**src/design/ddt_pkg.sv**
```systemverilog
// Shared constants and types for the DDR3 timing controller and device
package ddt_pkg;
    localparam int CLK_NS = 40;
    localparam int CK_HALF = 4;
    localparam int TCK_NS = 2 * CK_HALF * CLK_NS;
    localparam int T_XP_NS = 6;
    localparam int T_REFI_NS = 7800;
    localparam int T_WLO_PS = 7500;
    localparam int XP_MIN = 3;
    localparam int XP_T = (T_XP_NS + TCK_NS - 1) / TCK_NS;
    localparam logic [7:0] XP_CK = 8'((XP_T > XP_MIN) ? XP_T : XP_MIN);
    localparam logic [7:0] XPDLL_CK = 8'h0a;
    localparam int PD_MAX_CK = (9 * T_REFI_NS) / TCK_NS;
    localparam int WLO_T = (T_WLO_PS / 1000) / CLK_NS;
    localparam int WLO_CYC = (WLO_T < 1) ? 1 : WLO_T;
    localparam logic [7:0] RD_PDEN_ADD = 8'h05;
    localparam logic [7:0] WR_BURST_8 = 8'h04;
    localparam logic [7:0] WR_BURST_4F = 8'h02;
    localparam logic [7:0] PRE_PDEN = 8'h02;
    localparam logic [7:0] ODTH8 = 8'h06;
    localparam logic [7:0] ODTH4 = 8'h04;
    localparam logic [7:0] WLMRD_CK = 8'h28;
    localparam logic [4:0] ODTL_SUB = 5'h02;
    localparam logic [4:0] CWN4_ADD = 5'h04;
    localparam logic [4:0] CWN8_ADD = 5'h06;
    localparam int HIST_LEN = 32;
    // Register map
    localparam logic [4:0] REG_CMD = 5'h00;
    localparam logic [4:0] REG_CFG = 5'h04;
    localparam logic [4:0] REG_ODT = 5'h08;
    localparam logic [4:0] REG_STAT = 5'h0c;
    localparam int CFG_CL_LSB = 0;
    localparam int CFG_CWL_LSB = 4;
    localparam int CFG_AL_LSB = 8;
    localparam int CFG_WR_LSB = 12;
    localparam int CFG_BC4F_BIT = 16;
    localparam logic [31:0] CFG_RST = 32'h0000_6055;
    localparam int CMD_BL8_BIT = 4;
    localparam logic [1:0] RESP_OK = 2'h0;
    localparam logic [1:0] RESP_ERR = 2'h2;
    // Command pins: cs_n, ras_n, cas_n, we_n
    localparam logic [3:0] PIN_NOP = 4'h7;
    localparam logic [3:0] PIN_RD = 4'h5;
    localparam logic [3:0] PIN_WR = 4'h4;
    localparam logic [3:0] PIN_PRE = 4'h2;
    localparam logic [3:0] PIN_REF = 4'h1;
    localparam logic [3:0] PIN_MRS = 4'h0;
    localparam int A_AP = 10;
    localparam int A_BL8 = 12;
    localparam int A_WL = 7;
    typedef enum logic [3:0] {
        OP_NOP = 4'h0, OP_RD = 4'h1, OP_RDAP = 4'h2, OP_WR = 4'h3,
        OP_WRAP = 4'h4, OP_PRE = 4'h5, OP_REF = 4'h6, OP_PDE = 4'h7,
        OP_PDX = 4'h8, OP_WLON = 4'h9, OP_WLOFF = 4'ha, OP_DQS = 4'hb
    } ddt_op_type;
    typedef enum logic [1:0] {
        CS_IDLE = 2'b00, CS_PD = 2'b01, CS_WL = 2'b11
    } ddt_mode_type;
    typedef struct packed {
        logic ck;
        logic cke;
        logic [3:0] pin;
        logic odt;
        logic dqs;
        logic [12:0] addr;
    } ddt_pins_type;
endpackage : ddt_pkg

```
**src/design/ddt_link_if.sv**
```systemverilog
// Link between controller and memory device
`timescale 1ns/1ns
`default_nettype none
interface ddt_link_if;
    logic ck;
    logic cke;
    logic [3:0] pin;
    logic odt;
    logic dqs;
    logic [12:0] addr;
    logic wlFb;
    modport ctrl (output ck, cke, pin, odt, dqs, addr, input wlFb);
    modport dev (input ck, cke, pin, odt, dqs, addr, output wlFb);
endinterface : ddt_link_if
`default_nettype wire

```
**src/design/ddt_ctrl.sv**
```systemverilog
// Controller end: command spacing, power-down, ODT and leveling timers
//
// The AXI4-Lite interface to the registers and the register addresses were left to the implementer.
`timescale 1ns/1ns
`default_nettype none
module ddt_ctrl
    import ddt_pkg::*;
#(
    parameter int CK_HALF_P = CK_HALF,
    parameter int PD_MAX_P = PD_MAX_CK
) (
    // System
    input wire logic clk_sys,
    input wire logic rst_n,
    input wire logic ce,
    // AXI4-Lite write
    input wire logic [4:0] s_axi_awaddr,
    input wire logic s_axi_awvalid,
    output logic s_axi_awready,
    input wire logic [31:0] s_axi_wdata,
    input wire logic [3:0] s_axi_wstrb,
    input wire logic s_axi_wvalid,
    output logic s_axi_wready,
    output logic [1:0] s_axi_bresp,
    output logic s_axi_bvalid,
    input wire logic s_axi_bready,
    // AXI4-Lite read
    input wire logic [4:0] s_axi_araddr,
    input wire logic s_axi_arvalid,
    output logic s_axi_arready,
    output logic [31:0] s_axi_rdata,
    output logic [1:0] s_axi_rresp,
    output logic s_axi_rvalid,
    input wire logic s_axi_rready,
    // Link
    ddt_link_if.ctrl link
);
    if (CK_HALF_P < 1 || CK_HALF_P > 255) begin : g_bad_half
        $error("CK_HALF_P must lie in 1..255");
    end
    if (PD_MAX_P < 2 || PD_MAX_P > 255) begin : g_bad_pd
        $error("PD_MAX_P must lie in 2..255");
    end

    typedef struct packed {
        ddt_mode_type mode;
        logic [7:0] div;
        logic ck;
        logic [3:0] pin;
        logic [12:0] addr;
        logic cke;
        logic odt;
        logic dqs;
        logic [31:0] cfg;
        logic odtReq;
        logic pend;
        ddt_op_type op;
        logic bl8;
        logic [7:0] pdenCnt;
        logic [7:0] xpCnt;
        logic [7:0] dllCnt;
        logic [7:0] odtCnt;
        logic [7:0] wlCnt;
        logic [7:0] pdCnt;
        logic fb1;
        logic fb2;
        logic bvalid;
        logic [1:0] bresp;
        logic rvalid;
        logic [1:0] rresp;
        logic [31:0] rdata;
    } ddt_ctl_type;

    localparam ddt_ctl_type CTL_RST = '{mode: CS_IDLE, op: OP_NOP,
        pin: PIN_NOP, cke: 1'b1, cfg: CFG_RST, default: '0};

    function automatic logic [7:0] dec8(input logic [7:0] v);
        return (v == 8'h00) ? 8'h00 : v - 8'h01;
    endfunction : dec8

    function automatic logic [7:0] max8(input logic [7:0] a,
                                        input logic [7:0] b);
        return (a > b) ? a : b;
    endfunction : max8

    ddt_ctl_type r_reg, r_next;
    logic wrTake;
    logic rdTake;

    // Both write channels are taken in one cycle, only once bvalid of the last write has cleared
    assign s_axi_awready = ce & s_axi_awvalid & s_axi_wvalid & ~r_reg.bvalid;
    assign s_axi_wready = s_axi_awready;
    assign s_axi_arready = ce & s_axi_arvalid & ~r_reg.rvalid;
    assign wrTake = s_axi_awready;
    assign rdTake = s_axi_arready;

    ////////////////////////////////////////////////////////////////////////
    always_comb begin
        logic [7:0] cl;
        logic [7:0] cwl;
        logic [7:0] al;
        logic [7:0] wr;
        logic [7:0] rl;
        logic [7:0] wl;
        logic [7:0] burst;
        logic bc4Fixed;
        logic ckFall;
        logic done;
        logic pdExit;
        cl = {4'h0, r_reg.cfg[CFG_CL_LSB +: 4]};
        cwl = {4'h0, r_reg.cfg[CFG_CWL_LSB +: 4]};
        al = {4'h0, r_reg.cfg[CFG_AL_LSB +: 4]};
        wr = {4'h0, r_reg.cfg[CFG_WR_LSB +: 4]};
        bc4Fixed = r_reg.cfg[CFG_BC4F_BIT];
        rl = al + cl;
        wl = al + cwl;
        burst = bc4Fixed ? WR_BURST_4F : WR_BURST_8;
        ckFall = 1'b0;
        done = 1'b0;
        pdExit = 1'b0;
        r_next = r_reg;
        r_next.fb1 = link.wlFb;
        r_next.fb2 = r_reg.fb1;

        // Link clock divider; pins move on the falling edge so the device
        // samples them mid-cell on the rising one
        if (r_reg.div == 8'(CK_HALF_P - 1)) begin
            r_next.div = 8'h00;
            r_next.ck = ~r_reg.ck;
            ckFall = r_reg.ck;
        end else begin
            r_next.div = r_reg.div + 8'h01;
        end

        if (ckFall) begin
            // Timers count whole link clock cycles
            r_next.pdenCnt = dec8(r_reg.pdenCnt);
            r_next.xpCnt = dec8(r_reg.xpCnt);
            r_next.dllCnt = dec8(r_reg.dllCnt);
            r_next.odtCnt = dec8(r_reg.odtCnt);
            r_next.wlCnt = dec8(r_reg.wlCnt);
            r_next.pin = PIN_NOP;
            r_next.addr = '0;
            r_next.dqs = 1'b0;
            if (r_reg.mode == CS_PD) begin
                r_next.pdCnt = r_reg.pdCnt + 8'h01;
                // Forced exit bounds the stay in power-down
                if (r_reg.pdCnt == 8'(PD_MAX_P - 1)) begin
                    pdExit = 1'b1;
                end
            end
            if (r_reg.odtReq && !r_reg.odt && r_reg.mode == CS_IDLE &&
                r_reg.dllCnt == 8'h00) begin
                r_next.odt = 1'b1;
                r_next.odtCnt = ODTH4 - 8'h01;
            end else if (!r_reg.odtReq && r_reg.odt &&
                         r_reg.odtCnt == 8'h00) begin
                r_next.odt = 1'b0;
            end
            if (r_reg.pend) begin
                unique case (r_reg.op)
                    OP_RD, OP_RDAP: begin
                        if (r_reg.mode == CS_IDLE && r_reg.xpCnt == 8'h00 &&
                            r_reg.dllCnt == 8'h00) begin
                            r_next.pin = PIN_RD;
                            r_next.addr[A_AP] = (r_reg.op == OP_RDAP);
                            r_next.addr[A_BL8] = r_reg.bl8;
                            r_next.pdenCnt = max8(r_next.pdenCnt,
                                                  rl + RD_PDEN_ADD);
                            done = 1'b1;
                        end
                    end
                    OP_WR, OP_WRAP: begin
                        if (r_reg.mode == CS_IDLE &&
                            r_reg.xpCnt == 8'h00) begin
                            r_next.pin = PIN_WR;
                            r_next.addr[A_AP] = (r_reg.op == OP_WRAP);
                            r_next.addr[A_BL8] = r_reg.bl8;
                            r_next.pdenCnt = max8(r_next.pdenCnt,
                                wl + burst + wr +
                                {7'h00, r_reg.op == OP_WRAP});
                            if (r_reg.odt || r_next.odt) begin
                                r_next.odtCnt = max8(r_next.odtCnt,
                                    ((r_reg.bl8 && !bc4Fixed) ?
                                    ODTH8 : ODTH4) - 8'h01);
                            end
                            done = 1'b1;
                        end
                    end
                    OP_PRE, OP_REF: begin
                        if (r_reg.mode == CS_IDLE && r_reg.xpCnt == 8'h00) begin
                            r_next.pin = (r_reg.op == OP_PRE) ? PIN_PRE
                                                              : PIN_REF;
                            r_next.pdenCnt = max8(r_next.pdenCnt,
                                                  PRE_PDEN);
                            done = 1'b1;
                        end
                    end
                    OP_PDE: begin
                        if (r_reg.mode == CS_IDLE && r_reg.pdenCnt == 8'h00 &&
                            r_reg.xpCnt == 8'h00) begin
                            r_next.cke = 1'b0;
                            r_next.mode = CS_PD;
                            r_next.pdCnt = 8'h00;
                            done = 1'b1;
                        end
                    end
                    OP_PDX: begin
                        if (r_reg.mode == CS_PD) begin
                            pdExit = 1'b1;
                        end
                        done = 1'b1;
                    end
                    OP_WLON: begin
                        if (r_reg.mode == CS_IDLE && r_reg.xpCnt == 8'h00) begin
                            r_next.pin = PIN_MRS;
                            r_next.addr[A_WL] = 1'b1;
                            r_next.mode = CS_WL;
                            r_next.wlCnt = WLMRD_CK;
                            done = 1'b1;
                        end
                    end
                    OP_WLOFF: begin
                        if (r_reg.mode == CS_WL) begin
                            r_next.pin = PIN_MRS;
                            r_next.mode = CS_IDLE;
                        end
                        done = 1'b1;
                    end
                    OP_DQS: begin
                        if (r_reg.mode != CS_WL) begin
                            done = 1'b1;
                        end else if (r_reg.wlCnt == 8'h00) begin
                            r_next.dqs = 1'b1;
                            done = 1'b1;
                        end
                    end
                    default: begin
                        done = 1'b1;
                    end
                endcase
            end
            if (pdExit) begin
                r_next.cke = 1'b1;
                r_next.mode = CS_IDLE;
                r_next.xpCnt = XP_CK;
                r_next.dllCnt = XPDLL_CK;
            end
            if (done) begin
                r_next.pend = 1'b0;
            end
        end

        // Register writes; a command arriving while one waits is dropped
        if (r_reg.bvalid && s_axi_bready) begin
            r_next.bvalid = 1'b0;
        end
        if (wrTake) begin
            r_next.bvalid = 1'b1;
            r_next.bresp = RESP_OK;
            unique case (s_axi_awaddr)
                REG_CMD: begin
                    if (!r_reg.pend && s_axi_wstrb[0]) begin
                        r_next.pend = 1'b1;
                        r_next.op = ddt_op_type'(s_axi_wdata[3:0]);
                        r_next.bl8 = s_axi_wdata[CMD_BL8_BIT];
                    end
                end
                REG_CFG: begin
                    for (int i = 0; i < 4; i++) begin
                        if (s_axi_wstrb[i]) begin
                            r_next.cfg[8*i +: 8] = s_axi_wdata[8*i +: 8];
                        end
                    end
                    r_next.dllCnt = XPDLL_CK;
                end
                REG_ODT: begin
                    if (s_axi_wstrb[0]) begin
                        r_next.odtReq = s_axi_wdata[0];
                    end
                end
                REG_STAT: begin
                end
                default: begin
                    r_next.bresp = RESP_ERR;
                end
            endcase
        end
        if (r_reg.rvalid && s_axi_rready) begin
            r_next.rvalid = 1'b0;
        end
        if (rdTake) begin
            r_next.rvalid = 1'b1;
            r_next.rresp = RESP_OK;
            unique case (s_axi_araddr)
                REG_CMD: r_next.rdata = {27'h0, r_reg.bl8, r_reg.op};
                REG_CFG: r_next.rdata = r_reg.cfg;
                REG_ODT: r_next.rdata = {30'h0, r_reg.odt, r_reg.odtReq};
                REG_STAT: r_next.rdata = {25'h0, r_reg.cke, r_reg.fb2,
                    r_reg.mode, r_reg.dllCnt == 8'h00,
                    r_reg.pdenCnt == 8'h00, r_reg.pend};
                default: begin
                    r_next.rdata = 32'h0;
                    r_next.rresp = RESP_ERR;
                end
            endcase
        end
    end

    ////////////////////////////////////////////////////////////////////////
    always_ff @(posedge clk_sys or negedge rst_n) begin
        if (!rst_n) begin
            r_reg <= CTL_RST;
        end else if (ce) begin
            r_reg <= r_next;
        end
    end

    assign s_axi_bresp = r_reg.bresp;
    assign s_axi_bvalid = r_reg.bvalid;
    assign s_axi_rdata = r_reg.rdata;
    assign s_axi_rresp = r_reg.rresp;
    assign s_axi_rvalid = r_reg.rvalid;
    assign link.ck = r_reg.ck;
    assign link.cke = r_reg.cke;
    assign link.pin = r_reg.pin;
    assign link.odt = r_reg.odt;
    assign link.dqs = r_reg.dqs;
    assign link.addr = r_reg.addr;
endmodule : ddt_ctrl
`default_nettype wire

```
**src/flat_wrapper.sv**
```systemverilog
// flat-port wrapper written by rule: the top's interface ports become plain ports
module ddt_ctrl_flat import ddt_pkg::*;
#(
    parameter int CK_HALF_P = CK_HALF,
    parameter int PD_MAX_P = PD_MAX_CK
)
  (clk_sys, rst_n, ce, s_axi_awaddr, s_axi_awvalid, s_axi_awready, s_axi_wdata, s_axi_wstrb, s_axi_wvalid, s_axi_wready, s_axi_bresp, s_axi_bvalid, s_axi_bready, s_axi_araddr, s_axi_arvalid, s_axi_arready, s_axi_rdata, s_axi_rresp, s_axi_rvalid, s_axi_rready, link_ck, link_cke, link_pin, link_odt, link_dqs, link_addr, link_wlFb);
  ddt_link_if link_i ();
  input wire logic clk_sys;
  input wire logic rst_n;
  input wire logic ce;
  input wire logic [4:0] s_axi_awaddr;
  input wire logic s_axi_awvalid;
  output logic s_axi_awready;
  input wire logic [31:0] s_axi_wdata;
  input wire logic [3:0] s_axi_wstrb;
  input wire logic s_axi_wvalid;
  output logic s_axi_wready;
  output logic [1:0] s_axi_bresp;
  output logic s_axi_bvalid;
  input wire logic s_axi_bready;
  input wire logic [4:0] s_axi_araddr;
  input wire logic s_axi_arvalid;
  output logic s_axi_arready;
  output logic [31:0] s_axi_rdata;
  output logic [1:0] s_axi_rresp;
  output logic s_axi_rvalid;
  input wire logic s_axi_rready;
  output wire logic [$bits(link_i.ck)-1:0] link_ck;
  output wire logic [$bits(link_i.cke)-1:0] link_cke;
  output wire logic [$bits(link_i.pin)-1:0] link_pin;
  output wire logic [$bits(link_i.odt)-1:0] link_odt;
  output wire logic [$bits(link_i.dqs)-1:0] link_dqs;
  output wire logic [$bits(link_i.addr)-1:0] link_addr;
  input wire logic [$bits(link_i.wlFb)-1:0] link_wlFb;
  assign link_ck = link_i.ck;
  assign link_cke = link_i.cke;
  assign link_pin = link_i.pin;
  assign link_odt = link_i.odt;
  assign link_dqs = link_i.dqs;
  assign link_addr = link_i.addr;
  assign link_i.wlFb = link_wlFb;
  ddt_ctrl #(.CK_HALF_P(CK_HALF_P), .PD_MAX_P(PD_MAX_P)) u_core (.clk_sys(clk_sys), .rst_n(rst_n), .ce(ce), .s_axi_awaddr(s_axi_awaddr), .s_axi_awvalid(s_axi_awvalid), .s_axi_awready(s_axi_awready), .s_axi_wdata(s_axi_wdata), .s_axi_wstrb(s_axi_wstrb), .s_axi_wvalid(s_axi_wvalid), .s_axi_wready(s_axi_wready), .s_axi_bresp(s_axi_bresp), .s_axi_bvalid(s_axi_bvalid), .s_axi_bready(s_axi_bready), .s_axi_araddr(s_axi_araddr), .s_axi_arvalid(s_axi_arvalid), .s_axi_arready(s_axi_arready), .s_axi_rdata(s_axi_rdata), .s_axi_rresp(s_axi_rresp), .s_axi_rvalid(s_axi_rvalid), .s_axi_rready(s_axi_rready), .link(link_i));
endmodule
```
**config.mk**
```make
export PLATFORM = sky130hd
export DESIGN_NAME = ddt_ctrl_flat
export DESIGN_NICKNAME = d
export VERILOG_FILES = /design/src/design/ddt_pkg.sv /design/src/design/ddt_link_if.sv /design/src/design/ddt_ctrl.sv /design/src/flat_wrapper.sv
export SDC_FILE = /design/constraint.sdc
export NUM_CORES = 1
export LEC_CHECK = 0
export BUFFER_PORTS_ARGS = -buffer_cell sky130_fd_sc_hd__buf_4
export CORE_ASPECT_RATIO = 2
export CORE_MARGIN = 2
export CORE_UTILIZATION = 50
export DETAILED_ROUTE_END_ITERATION = 16
export GPL_TIMING_DRIVEN = 0
export PLACE_DENSITY = 0.71
export SYNTH_ARGS = -nofsm -noshare
export SYNTH_HDL_FRONTEND = slang
export SYNTH_SLANG_ARGS = --single-unit
```
**constraint.sdc**
```tcl
create_clock -name clk_sys -period 10.9 [get_ports clk_sys]
set_input_delay 1.09 -clock clk_sys [delete_from_list [all_inputs] [get_ports clk_sys]]
set_output_delay 1.09 -clock clk_sys [all_outputs]
set_load 0.02 [all_outputs]
```
==> flow_metrics.py <==
metrics = {
    "synthesis": {
        "synth_top_area_share_pct": 39.18,
        "yosysWarnings": 0,
        "yosysTopAreaCell": "dfrtp_1",
        "synthCells": 869,
        "synth_area_leaders": "dfrtp_1 (39%), mux2_2 (5.7%), ha_1 (5.7%)",
        "ys_ff_latch": 145,
        "yosysUniqueCellTypes": 76,
        "ys.flop_type": "dfrtp_1",
        "synth.most_common_cell": "dfrtp_1",
        "synth_async_sr_flop_share_pct": 100.0,
        "synth.cell_area_um2": 8623,
        "synth_edf_count": 0,
        "syn-mean-instance-area_um2": 9.923,
        "seq_area_frac_synth_pct": 42.22,
        "synth_common_cells": "dfrtp_1 (135), nand2_1 (89), o21ai_0 (59), buf_4 (55), nor2_1 (47)",
    },
    "clock_tree": {
        "post-cts-setup-buffers": 0,
        "clockRootBuffer": "clkbuf_16",
        "clock_latency_ns": 0.43,
        "cts_htree_levels": 4,
        "hold_buffers": 0,
        "path_clk_slew_ns": 0.07,
        "clockBufferDepth": 2,
        "cts_resized": 0,
        "clock-sinks": 145,
        "cts_tree": "built",
        "cts_buffers": 17,
    },
    "sta": {
        "min_period_ns": 4.583,
        "max_slew_margin_pct": 20.90,
        "worstMarginPinSlew_ns": 1.184,
        "rsz0062_at_grt": "no",
        "finalCritPeriodShare_pct": 42.04,
        "hold_viol": 0,
        "fmax_mhz": 218.2,
        "hold_ws_ns": 0.4828,
        "setup_viol": 0,
        "maxSlewViolCount": 0,
        "tns_ns": 0,
        "finClkSkew_ns": 0.01251,
    },
    "detailed_routing": {
        "avgRoutedWirePerCell_um": 18.00,
        "drt_first_pass_iters": 5,
        "vias": 7196,
        "drt_iter0_markers": 488,
        "vias_per_cell": 5.874,
        "wl_um": 22050,
        "drc": 0,
        "antenna_left": 0,
    },
    "global_routing": {
        "grt_pass1_wl_um": 36130,
        "grt_max_degree": 95,
        "grt_pass1_vias": 7165,
        "overflow": 0,
        "track_usage_pct": 24.13,
        "antenna_found_initial": 0,
    },
    "floorplanning": {
        "dieArea_um2": 18380,
        "die_y_um": 189.7,
        "io_pins": 117,
        "coreArea_um2": 17100,
        "die_x_um": 96.86,
        "rows": 68,
        "start_util_pct": 50.42,
    },
    "min_path": {
        "hold_path_end": "u_core.s_axi_rdata[21]",
        "holdPathStages": 1,
        "worstHoldStart": "u_core.r_reg[116]",
        "hp-class": "reg -> reg",
    },
    "setup_path": {
        "crit_family": "simple AND/OR/NAND/NOR gates",
        "worst-setup-path-type": "reg -> reg",
        "slowest_stage": "nor4_1",
        "required_ns": 11.18,
        "r2r-end": "u_core.r_reg[82]",
        "worstPathCellList": "inv_1, ha_1, buf_4, or4b_4, nor4_1, nor2_1, ha_1, and4b_1, o21ai_0, o211ai_1, a221oi_2, o21ai_1, o311ai_0, o211ai_1",
        "worstRegToRegCells": 14,
        "critPathCaptureType": "flop",
        "crit_arrival_ns": 4.86,
        "crit_fanout": 10,
        "worstReg2RegStart": "u_core.r_reg[80]",
        "max_stage_delay_ns": 0.89,
        "start_kind": "flop",
        "r2r_setup_slack_ns": 6.32,
        "path_buf_inv": 2,
    },
    "status": {
        "status": "finished clean",
    },
    "cells_and_area": {
        "antenna_cells": 0,
        "drive_gt1_share_pct": 26.01,
        "finalNetCount": 1102,
        "largest_reg_flops": 98,
        "syn2layout_area_growth_pct": 19.57,
        "stdcell_area_um2": 10310,
        "fin_cells": 1225,
    },
    "placed_design": {
        "port_buffers": 101,
        "placed_area_um2": 9721,
        "gp_congestion": 0.9207,
        "placedCellCount": 1193,
        "hpwl_um": 16170,
    },
    "power_and_ir_drop": {
        "powerDensity_nw_per_um2": 188.2,
        "p_leak_nw": 4.987,
        "vdd_drop_max_mv": 0.1477,
    },
    "job": {
        "cap_violations": 0,
    },
}
worst max-delay path by stage:
stage                                  end  cells past startpoint              from  slack, ns
after CTS                 u_core.r_reg[82]                     14  u_core.r_reg[80]       6.35
after global placement    u_core.r_reg[82]                     14  u_core.r_reg[80]       6.30
after global routing      u_core.r_reg[82]                     14  u_core.r_reg[80]       6.05
after detailed placement  u_core.r_reg[82]                     14  u_core.r_reg[80]       6.38
after floorplan           u_core.r_reg[82]                     14  u_core.r_reg[99]       6.85
final                     u_core.r_reg[82]                     14  u_core.r_reg[80]       6.32
through the flow:
step | setup slack (ns) | util (%) | power, mW
after detailed placement | 6.385 | 56.84 | 1.341
after CTS | 6.351 | 60.29 | 1.940
after floorplan | 6.849 | - | 1.142
after global routing | 6.045 | 60.29 | 2.048
final | 6.318 | 60.29 | 1.940
after global placement | 6.300 | 56.66 | 1.305
power breakdown:
part / total [mW] / leakage (nW) / internal, mW / switching (mW)
logic: 0.672 / 2.77 / 0.278 / 0.394
clock network: 0.594 / 0.295 / 0.327 / 0.268
registers: 0.673 / 1.92 / 0.608 / 0.0658
layout by cell type (no fill, tap or decap), types with 15 or more instances in the layout:
cell | synthesis | final
o21ai_0 | 59 | 59
mux2_2 | 44 | 44
nand2_1 | 89 | 89
clkbuf_1 | 30 | 30
nand3_1 | 15 | 15
o31ai_1 | 16 | 16
inv_1 | 30 | 30
nor3_1 | 18 | 18
ha_1 | 39 | 39
a22o_1 | 33 | 33
clkbuf_16 | 0 | 17
a21o_1 | 15 | 15
a21oi_1 | 30 | 30
buf_4 | 55 | 155
dfrtp_1 | 135 | 135
nor2_1 | 47 | 47
final cells by class:
cell class              count  area, um2
well taps                 210      262.8
clock buffers              17      425.4
multi-input cells         616       4358
clock inverters            15      165.2
fillers                  1441       6790
inverters                  30      112.6
flip-flops and latches    145       3641
repair buffers            102      789.5
plain buffers              90      556.8
kinds of logic after synthesis:
group	after synthesis	share of synthesized area, %
and+or+nand+nor	267	16.12
AOI/OAI and AO/OA	212	17.01
DFF	145	42.22
buffers and inverters	120	7.763
muxes	54	7.255
adders and majority gates	45	7.052
xor gates and xnor gates	25	2.539
other	1	0.04349
per-layer routing:
metal / part of all wire [%] / track usage, %
met5: 0 / 0
met4: 3.8 / 10.78
met3: 4.6 / 4.151
met2: 50 / 39.72
met1: 42 / 31.23
worst reg2reg max path, stage by stage, from the launching register on:
cell	delay (ns)
dfrtp_1	0.45
inv_1	0.10
ha_1	0.14
buf_4	0.17
or4b_4	0.51
nor4_1	0.89
nor2_1	0.27
ha_1	0.41
and4b_1	0.18
o21ai_0	0.14
o211ai_1	0.17
a221oi_2	0.39
o21ai_1	0.12
o311ai_0	0.35
o211ai_1	0.15
No activity file was read; power rests on OpenSTA's default activity.
